File: src/hdl/ssoc_pkg.sv
// constants and types shared by both ends of the serial switch link
package ssoc_pkg;

  // ==================================================================
  // word and clock
  localparam int CLK_MHZ    = 20;             // system clock rate
  localparam int CYC_PER_US = CLK_MHZ;
  localparam int WORD_W     = 8;

  // ==================================================================
  // link timing in ns, as printed, and derived cycle counts
  localparam int SEL_LEAD_NS = 10;            // select low to first clock rise
  localparam int SEL_LAG_NS  = 80;            // last clock fall to select rise
  localparam int GAP_NS      = 170;           // select high between words
  localparam int HALF_NS     = 200;           // half period of the made clock

  // least time to cycles: round up, never below one
  function automatic int ssoc_ns_to_cyc(input int ns);
    int c;
    c = (ns * CLK_MHZ + 999) / 1000;
    return (c < 1) ? 1 : c;
  endfunction : ssoc_ns_to_cyc

  localparam logic [7:0] LEAD_LD = 8'(ssoc_ns_to_cyc(SEL_LEAD_NS) - 1);
  localparam logic [7:0] LAG_LD  = 8'(ssoc_ns_to_cyc(SEL_LAG_NS) - 1);
  localparam logic [7:0] GAP_LD  = 8'(ssoc_ns_to_cyc(GAP_NS) - 1);
  localparam logic [7:0] HALF_LD = 8'(ssoc_ns_to_cyc(HALF_NS) - 1);

  // ==================================================================
  // modulation limits
  localparam int          PWM_MAX_HZ     = 5000;
  localparam logic [15:0] REFRESH_MIN_US = 16'(1000000 / (2 * PWM_MAX_HZ));

  // ==================================================================
  // host register map, byte addresses
  localparam logic [4:0] OFS_WORD_A = 5'h00;
  localparam logic [4:0] OFS_WORD_B = 5'h04;
  localparam logic [4:0] OFS_CTRL   = 5'h08;
  localparam logic [4:0] OFS_PERIOD = 5'h0c;
  localparam logic [4:0] OFS_STATUS = 5'h10;

  localparam int CTRL_GO_BIT   = 0;
  localparam int CTRL_AUTO_BIT = 1;
  localparam int CTRL_PWM_BIT  = 2;
  localparam int STAT_BUSY_BIT = 0;
  localparam int STAT_PEND_BIT = 1;
  localparam int STAT_SENT_LSB = 8;

  localparam logic [7:0]  WORD_RST     = 8'h00;
  localparam logic [15:0] PERIOD_RST   = 16'h0064;
  localparam logic [7:0]  OUT_CTRL_RST = 8'h00;

  // ==================================================================
  // host link sequencer states, one bit apart on each step except HIGH to LAG and GAP to IDLE
  typedef enum logic [2:0] {
    SSOC_IDLE = 3'h0,
    SSOC_LEAD = 3'h1,
    SSOC_HIGH = 3'h3,
    SSOC_LOW  = 3'h2,
    SSOC_LAG  = 3'h6,
    SSOC_GAP  = 3'h7
  } ssoc_host_state_t;

endpackage : ssoc_pkg

File: src/hdl/ssoc_if.sv
// three-wire serial link between host and switch device
`timescale 1ns/1ps

interface ssoc_if;
  logic select_low;   // active-low word select
  logic serial_clk;   // clock made by the host
  logic serial_data;  // data toward the device

  modport host_mp (
    output select_low,
    output serial_clk,
    output serial_data
  );

  modport dev_mp (
    input select_low,
    input serial_clk,
    input serial_data
  );
endinterface : ssoc_if

File: src/hdl/ssoc_host.sv
// host end: avalon-mm registers, refresh timer and serial word sender
//
// Chosen here: the register addresses and register access over Avalon-MM.
`timescale 1ns/1ps

module ssoc_host
  import ssoc_pkg::*;
(
  // system
  input  wire logic        clk,
  input  wire logic        rstn,
  // avalon-mm slave
  input  wire logic [4:0]  avs_address,
  input  wire logic        avs_read,
  input  wire logic        avs_write,
  input  wire logic [31:0] avs_writedata,
  output logic      [31:0] avs_readdata,
  output logic             avs_waitrequest,
  // serial link
  ssoc_if.host_mp          link
);

  // ==================================================================
  // declarations
  logic [WORD_W-1:0] word_a_reg;
  logic [WORD_W-1:0] word_b_reg;
  logic              auto_reg;
  logic              pwm_reg;
  logic [15:0]       period_reg;
  logic [WORD_W-1:0] sent_reg;
  logic              pend_reg;
  logic              alt_reg;
  logic [4:0]        us_cnt_reg;
  logic              us_tick_reg;
  logic [15:0]       refresh_cnt_reg;
  ssoc_host_state_t  state_reg;
  logic [7:0]        cnt_reg;
  logic [2:0]        nbits_reg;
  logic [WORD_W-1:0] shift_reg;
  logic              sel_low_reg;
  logic              sclk_reg;
  logic              sdata_reg;
  logic              busy;
  logic              go_wr;
  logic              accept;
  logic              commit;
  logic              refresh_fire;
  logic              start;
  logic [WORD_W-1:0] word_next;

  // read multiplexer for the register map
  function automatic logic [31:0] read_mux(input logic [4:0] a);
    logic [31:0] r;
    r = 32'h0000_0000;
    unique case (a)
      OFS_WORD_A: r[WORD_W-1:0] = word_a_reg;
      OFS_WORD_B: r[WORD_W-1:0] = word_b_reg;
      OFS_CTRL: begin
        r[CTRL_AUTO_BIT] = auto_reg;
        r[CTRL_PWM_BIT]  = pwm_reg;
      end
      OFS_PERIOD: r[15:0] = period_reg;
      OFS_STATUS: begin
        r[STAT_BUSY_BIT] = busy;
        r[STAT_PEND_BIT] = pend_reg;
        r[STAT_SENT_LSB +: WORD_W] = sent_reg;
      end
      default: r = 32'h0000_0000;
    endcase
    return r;
  endfunction : read_mux

  // ==================================================================
  // bus handshake: one wait cycle, go is stalled while a word is queued or being sent
  assign busy   = (state_reg != SSOC_IDLE);
  assign go_wr  = avs_write && (avs_address == OFS_CTRL) && avs_writedata[CTRL_GO_BIT];
  assign accept = (avs_read || avs_write) && avs_waitrequest && !(go_wr && (pend_reg || busy));
  assign commit = (avs_read || avs_write) && !avs_waitrequest;

  always_ff @(posedge clk or negedge rstn) begin
    if (!rstn) begin
      avs_waitrequest <= 1'b1;
      avs_readdata    <= 32'h0000_0000;
    end else begin
      avs_waitrequest <= !accept;
      if (accept && avs_read) begin
        avs_readdata <= read_mux(avs_address);
      end
    end
  end

  // ==================================================================
  // register writes take effect at the committing edge
  always_ff @(posedge clk or negedge rstn) begin
    if (!rstn) begin
      word_a_reg <= WORD_RST;
      word_b_reg <= WORD_RST;
      auto_reg   <= 1'b0;
      pwm_reg    <= 1'b0;
      period_reg <= PERIOD_RST;
    end else if (commit && avs_write) begin
      unique case (avs_address)
        OFS_WORD_A: word_a_reg <= avs_writedata[WORD_W-1:0];
        OFS_WORD_B: word_b_reg <= avs_writedata[WORD_W-1:0];
        OFS_CTRL: begin
          auto_reg <= avs_writedata[CTRL_AUTO_BIT];
          pwm_reg  <= avs_writedata[CTRL_PWM_BIT];
        end
        OFS_PERIOD: begin
          // shorter intervals would modulate faster than allowed
          if (avs_writedata[15:0] < REFRESH_MIN_US) begin
            period_reg <= REFRESH_MIN_US;
          end else begin
            period_reg <= avs_writedata[15:0];
          end
        end
        default: ;
      endcase
    end
  end

  // ==================================================================
  // microsecond enable divider
  always_ff @(posedge clk or negedge rstn) begin
    if (!rstn) begin
      us_cnt_reg  <= 5'h00;
      us_tick_reg <= 1'b0;
    end else if (us_cnt_reg == 5'(CYC_PER_US - 1)) begin
      us_cnt_reg  <= 5'h00;
      us_tick_reg <= 1'b1;
    end else begin
      us_cnt_reg  <= us_cnt_reg + 5'h01;
      us_tick_reg <= 1'b0;
    end
  end

  // ==================================================================
  // refresh timer: one word per interval, two per modulation period
  assign refresh_fire = auto_reg && us_tick_reg && (refresh_cnt_reg >= period_reg - 16'h0001);

  always_ff @(posedge clk or negedge rstn) begin
    if (!rstn) begin
      refresh_cnt_reg <= 16'h0000;
    end else if (!auto_reg || refresh_fire) begin
      refresh_cnt_reg <= 16'h0000;
    end else if (us_tick_reg) begin
      refresh_cnt_reg <= refresh_cnt_reg + 16'h0001;
    end
  end

  // ==================================================================
  // pending request: a new request wins over the clear on start
  assign start = pend_reg && (state_reg == SSOC_IDLE);

  always_ff @(posedge clk or negedge rstn) begin
    if (!rstn) begin
      pend_reg <= 1'b0;
    end else begin
      pend_reg <= refresh_fire || (commit && go_wr) || (pend_reg && !start);
    end
  end

  // word choice: alternate a and b each send when modulating
  assign word_next = (pwm_reg && alt_reg) ? word_b_reg : word_a_reg;

  always_ff @(posedge clk or negedge rstn) begin
    if (!rstn) begin
      alt_reg  <= 1'b0;
      sent_reg <= WORD_RST;
    end else if (start) begin
      alt_reg  <= pwm_reg && !alt_reg;
      sent_reg <= word_next;
    end
  end

  // ==================================================================
  // link sequencer: lead, eight clocks, lag, gap
  always_ff @(posedge clk or negedge rstn) begin
    if (!rstn) begin
      state_reg   <= SSOC_IDLE;
      cnt_reg     <= 8'h00;
      nbits_reg   <= 3'h0;
      shift_reg   <= WORD_RST;
      sel_low_reg <= 1'b1;
      sclk_reg    <= 1'b0;
      sdata_reg   <= 1'b0;
    end else begin
      unique case (state_reg)
        SSOC_IDLE: begin
          if (start) begin
            sel_low_reg <= 1'b0;
            shift_reg   <= word_next;
            sdata_reg   <= word_next[WORD_W-1];
            nbits_reg   <= 3'h0;
            cnt_reg     <= LEAD_LD;
            state_reg   <= SSOC_LEAD;
          end
        end
        SSOC_LEAD: begin
          if (cnt_reg == 8'h00) begin
            sclk_reg  <= 1'b1;
            cnt_reg   <= HALF_LD;
            state_reg <= SSOC_HIGH;
          end else begin
            cnt_reg <= cnt_reg - 8'h01;
          end
        end
        SSOC_HIGH: begin
          if (cnt_reg == 8'h00) begin
            sclk_reg <= 1'b0;
            if (nbits_reg == 3'(WORD_W - 1)) begin
              cnt_reg   <= LAG_LD;
              state_reg <= SSOC_LAG;
            end else begin
              nbits_reg <= nbits_reg + 3'h1;
              shift_reg <= {shift_reg[WORD_W-2:0], 1'b0};
              sdata_reg <= shift_reg[WORD_W-2];
              cnt_reg   <= HALF_LD;
              state_reg <= SSOC_LOW;
            end
          end else begin
            cnt_reg <= cnt_reg - 8'h01;
          end
        end
        SSOC_LOW: begin
          if (cnt_reg == 8'h00) begin
            sclk_reg  <= 1'b1;
            cnt_reg   <= HALF_LD;
            state_reg <= SSOC_HIGH;
          end else begin
            cnt_reg <= cnt_reg - 8'h01;
          end
        end
        SSOC_LAG: begin
          if (cnt_reg == 8'h00) begin
            sel_low_reg <= 1'b1;
            cnt_reg     <= GAP_LD;
            state_reg   <= SSOC_GAP;
          end else begin
            cnt_reg <= cnt_reg - 8'h01;
          end
        end
        SSOC_GAP: begin
          // clock stays low while deselected
          if (cnt_reg == 8'h00) begin
            state_reg <= SSOC_IDLE;
          end else begin
            cnt_reg <= cnt_reg - 8'h01;
          end
        end
        default: state_reg <= SSOC_IDLE;
      endcase
    end
  end

  // link pins straight from flops
  assign link.select_low  = sel_low_reg;
  assign link.serial_clk  = sclk_reg;
  assign link.serial_data = sdata_reg;

endmodule : ssoc_host

File: src/flat_wrapper.sv
// flat-port wrapper written by rule: the top's interface ports become plain ports
module ssoc_host_flat import ssoc_pkg::*;
  (clk, rstn, avs_address, avs_read, avs_write, avs_writedata, avs_readdata, avs_waitrequest, link_select_low, link_serial_clk, link_serial_data);
  ssoc_if link_i ();
  input  wire logic clk;
  input  wire logic rstn;
  input  wire logic [4:0] avs_address;
  input  wire logic avs_read;
  input  wire logic avs_write;
  input  wire logic [31:0] avs_writedata;
  output logic      [31:0] avs_readdata;
  output logic avs_waitrequest;
  output wire logic [$bits(link_i.select_low)-1:0] link_select_low;
  output wire logic [$bits(link_i.serial_clk)-1:0] link_serial_clk;
  output wire logic [$bits(link_i.serial_data)-1:0] link_serial_data;
  assign link_select_low = link_i.select_low;
  assign link_serial_clk = link_i.serial_clk;
  assign link_serial_data = link_i.serial_data;
  ssoc_host u_core (.clk(clk), .rstn(rstn), .avs_address(avs_address), .avs_read(avs_read), .avs_write(avs_write), .avs_writedata(avs_writedata), .avs_readdata(avs_readdata), .avs_waitrequest(avs_waitrequest), .link(link_i));
endmodule
File: config.mk
export PLATFORM = sky130hd
export DESIGN_NAME = ssoc_host_flat
export DESIGN_NICKNAME = d
export VERILOG_FILES = /design/src/hdl/ssoc_pkg.sv /design/src/hdl/ssoc_if.sv /design/src/hdl/ssoc_host.sv /design/src/flat_wrapper.sv
export SDC_FILE = /design/constraint.sdc
export NUM_CORES = 1
export LEC_CHECK = 0
export BUFFER_PORTS_ARGS = -buffer_cell sky130_fd_sc_hd__buf_2
export CAP_MARGIN = 10
export CORE_MARGIN = 2
export CORE_UTILIZATION = 62
export DETAILED_ROUTE_END_ITERATION = 8
export GPL_TIMING_DRIVEN = 0
export PLACE_DENSITY_LB_ADDON = 0.25
export SLEW_MARGIN = 30
export SYNTH_ARGS = -nofsm -noshare
export SYNTH_HDL_FRONTEND = slang
export SYNTH_SLANG_ARGS = --single-unit
File: constraint.sdc
create_clock -name clk -period 5.5 [get_ports clk]
set_input_delay 1.1 -clock clk [delete_from_list [all_inputs] [get_ports clk]]
set_output_delay 1.1 -clock clk [all_outputs]
set_load 0.05 [all_outputs]
==> flow_summary.ini <==
[outcome]
outcome = completed

[yosys]
syn_inst = 578
ys_types = 63
synth_edf_count = 0
avgSynthCellArea_um2 = 9.76
ys_seq_elements = 107
yosysTopAreaCell = dfrtp_1
yosysSeqAreaShare = 0.476
synth_top_area_frac = 0.453
synth_top_flop_cell = dfrtp_1
synth_area_leaders = dfrtp_1, nand2_1, ha_1, mux2_2, o21ai_0
netlist_area_um2 = 5640
async_flop_share = 1.00
yosys_warnings = 0

[setup_path]
worstPathArrival_ps = 3920
slowest_delay_ps = 410
worstSetupPathType = flip-flop to flip-flop
path_cells = inv_1 > ha_1 > nor3b_1 > nand2b_1 > nor3_2 > nand2_1 > nor4_1 > xnor2_1 > ha_1 > nand4_1 > nor3_1 > o311ai_1 > nand4_1 > a21bo_2 > buf_6 > nor2_1
crit_required_ps = 5770
critPathCaptureType = flip-flop
crit_fanout = 10
critPathSlowestCell = dfrtp_1
cp-start-kind = flip-flop
critPathBufInv = 2
critPathTopFamily = simple AND/OR/NAND/NOR gates

[global_route]
first_global_vias = 4400
track_usage = 0.263
grt_pass1_wl_um = 20600
antenna_found_initial = 0
grt_max_degree = 69
grt-ovfl-total = 0

[min_path]
hold_class = flip-flop to flip-flop

[routing]
drt_iter0_drc = 325
wl_per_cell_um = 16.1
totalWireLength_um = 12200
ant_nets = 0
drt_first_pass_iters = 5
drc = 0
vias_per_cell = 5.89
vias = 4488

[place]
io_buffers = 44
gp_congestion = 0.856
dp_hpwl_um = 9110

[cts]
cts_setup_buffers = 0
numCtsBuffers = 9
hold_buffers = 0
clockBufferDepth = 2
cts_root_buf = clkbuf_8
htreeDepth = 3
path_clk_slew_ps = 100
ctsResizeCount = 0
clkLatencyLatePin_ps = 370
cts_tree = yes
cts_sinks = 107

[power_and_ir_drop]
power_w = 0.00160
cellLeakagePower_nw = 3.05
irDropWorstVdd_uv = 149
powerDensity_nw_per_um2 = 256

[floorplan]
dieHeight_um = 99.4
io_pins = 77
die_x_um = 99.4
initial_utilization = 0.643
rows = 34
die_area_um2 = 9870
core_um2 = 8760

[timing]
rsz0062_at_grt = false
tightest_slew_ps = 684
finalSetupTns_ps = 0
skew_ps = 10.7
drv_slew = 0
max_freq_ghz = 0.274
min_period_over_period = 0.665
hold_viol = 0
slew-limit-headroom = 0.539
finalCriticalPeriod_ps = 3660
finalSetupViolCount = 0

[final_layout]
fin_util = 0.714
layout_commonest_cell = nand2_1
drive_gt1_frac = 0.191
layout_common_cells = nand2_1, dfrtp_1, buf_2
seqCellArea_um2 = 2680
nFillCells = 656
nNetsFinal = 713
multi_input_area_um2 = 2750
n_antenna_cell = 0
area_growth_pct = 10.9

[job]
drv_cap = 0
[layer usage]
metal	up-vias	global-route usage	routed length (µm)
met3	27	0.0618	825
met2	173	0.431	5810
li1	2140	-	-
met5	-	0	0
met1	2148	0.355	5370
met4	0	0.0695	232
[final timing paths]
path	start	to	slack, ps	cells past startpoint
max in group asynchronous	rstn	u_core.link.select_low	4170	2
max	u_core.period_reg[0]	u_core.refresh_cnt_reg[9]	1840	16
min in group asynchronous	rstn	u_core.refresh_cnt_reg[2]	630	1
min	u_core.us_cnt_reg[0]	u_core.us_cnt_reg[0]	460	1
min reg2reg	u_core.us_cnt_reg[0]	u_core.us_cnt_reg[0]	460	1
max reg2reg	u_core.period_reg[0]	u_core.refresh_cnt_reg[9]	1840	16
[synthesized netlist by cell type, types with 3 or more instances]
cell type	count
a21o_1	3
a21oi_1	14
a221oi_1	3
a222oi_1	7
a22o_1	4
a22oi_1	10
and3_1	5
buf_2	7
buf_4	17
clkbuf_1	8
dfrtp_1	102
dfstp_2	5
ha_1	23
inv_1	12
mux2_2	19
mux2i_1	8
nand2_1	111
nand2b_1	4
nand3_1	16
nand4_1	5
nor2_1	40
nor2b_1	6
nor3_1	10
nor3b_1	3
nor4_1	5
o21a_1	3
o21ai_0	31
o21ai_1	22
o22a_1	4
xnor2_1	15
xor2_1	15
[area by class of cell]
class	count	share of cell area
well taps	108	0.0216
inverters	12	0.00720
plain buffers	35	0.0352
repair buffers	45	0.0406
flip-flops and latches	107	0.429
clock buffers	12	0.0232
clock inverters	4	0.00420
multi-input cells	439	0.439
[through the flow]
| stage | setup WS [ps] | hold WS [ps] | area [µm²] | std cells |
|---|---|---|---|---|
| after global routing | 1530 | 492 | 6260 | 762 |
| after CTS | 1860 | 469 | 6260 | 762 |
| after floorplan | 2560 | 433 | 5700 | 593 |
| after detailed placement | 1910 | 455 | 6080 | 746 |
| after global placement | 2100 | 444 | 6050 | 745 |
| final | 1840 | 464 | 6260 | 762 |
[kinds of logic (layout without fill, tap and decap cells)]
family | Yosys count | after routing | share of synthesized area
XOR/XNOR | 30 | 30 | 0.0466
buffers and inverters | 47 | 108 | 0.0470
adder cells (fa/ha/maj) | 23 | 23 | 0.0510
AND/OR/NAND/NOR | 225 | 225 | 0.192
flip-flops | 107 | 107 | 0.476
AO/OA/AOI/OAI | 118 | 118 | 0.135
other | 1 | 16 | 0.000665
multiplexers | 27 | 27 | 0.0521
[power by group]
part,internal (W),total (W),switching [W],leakage [nW]
combinational,0.000106,0.000270,0.000164,1.53
clock,0.000178,0.000442,0.000264,0.0868
sequential,0.000835,0.000888,0.0000534,1.43
(Power assumes the default switching activity.)
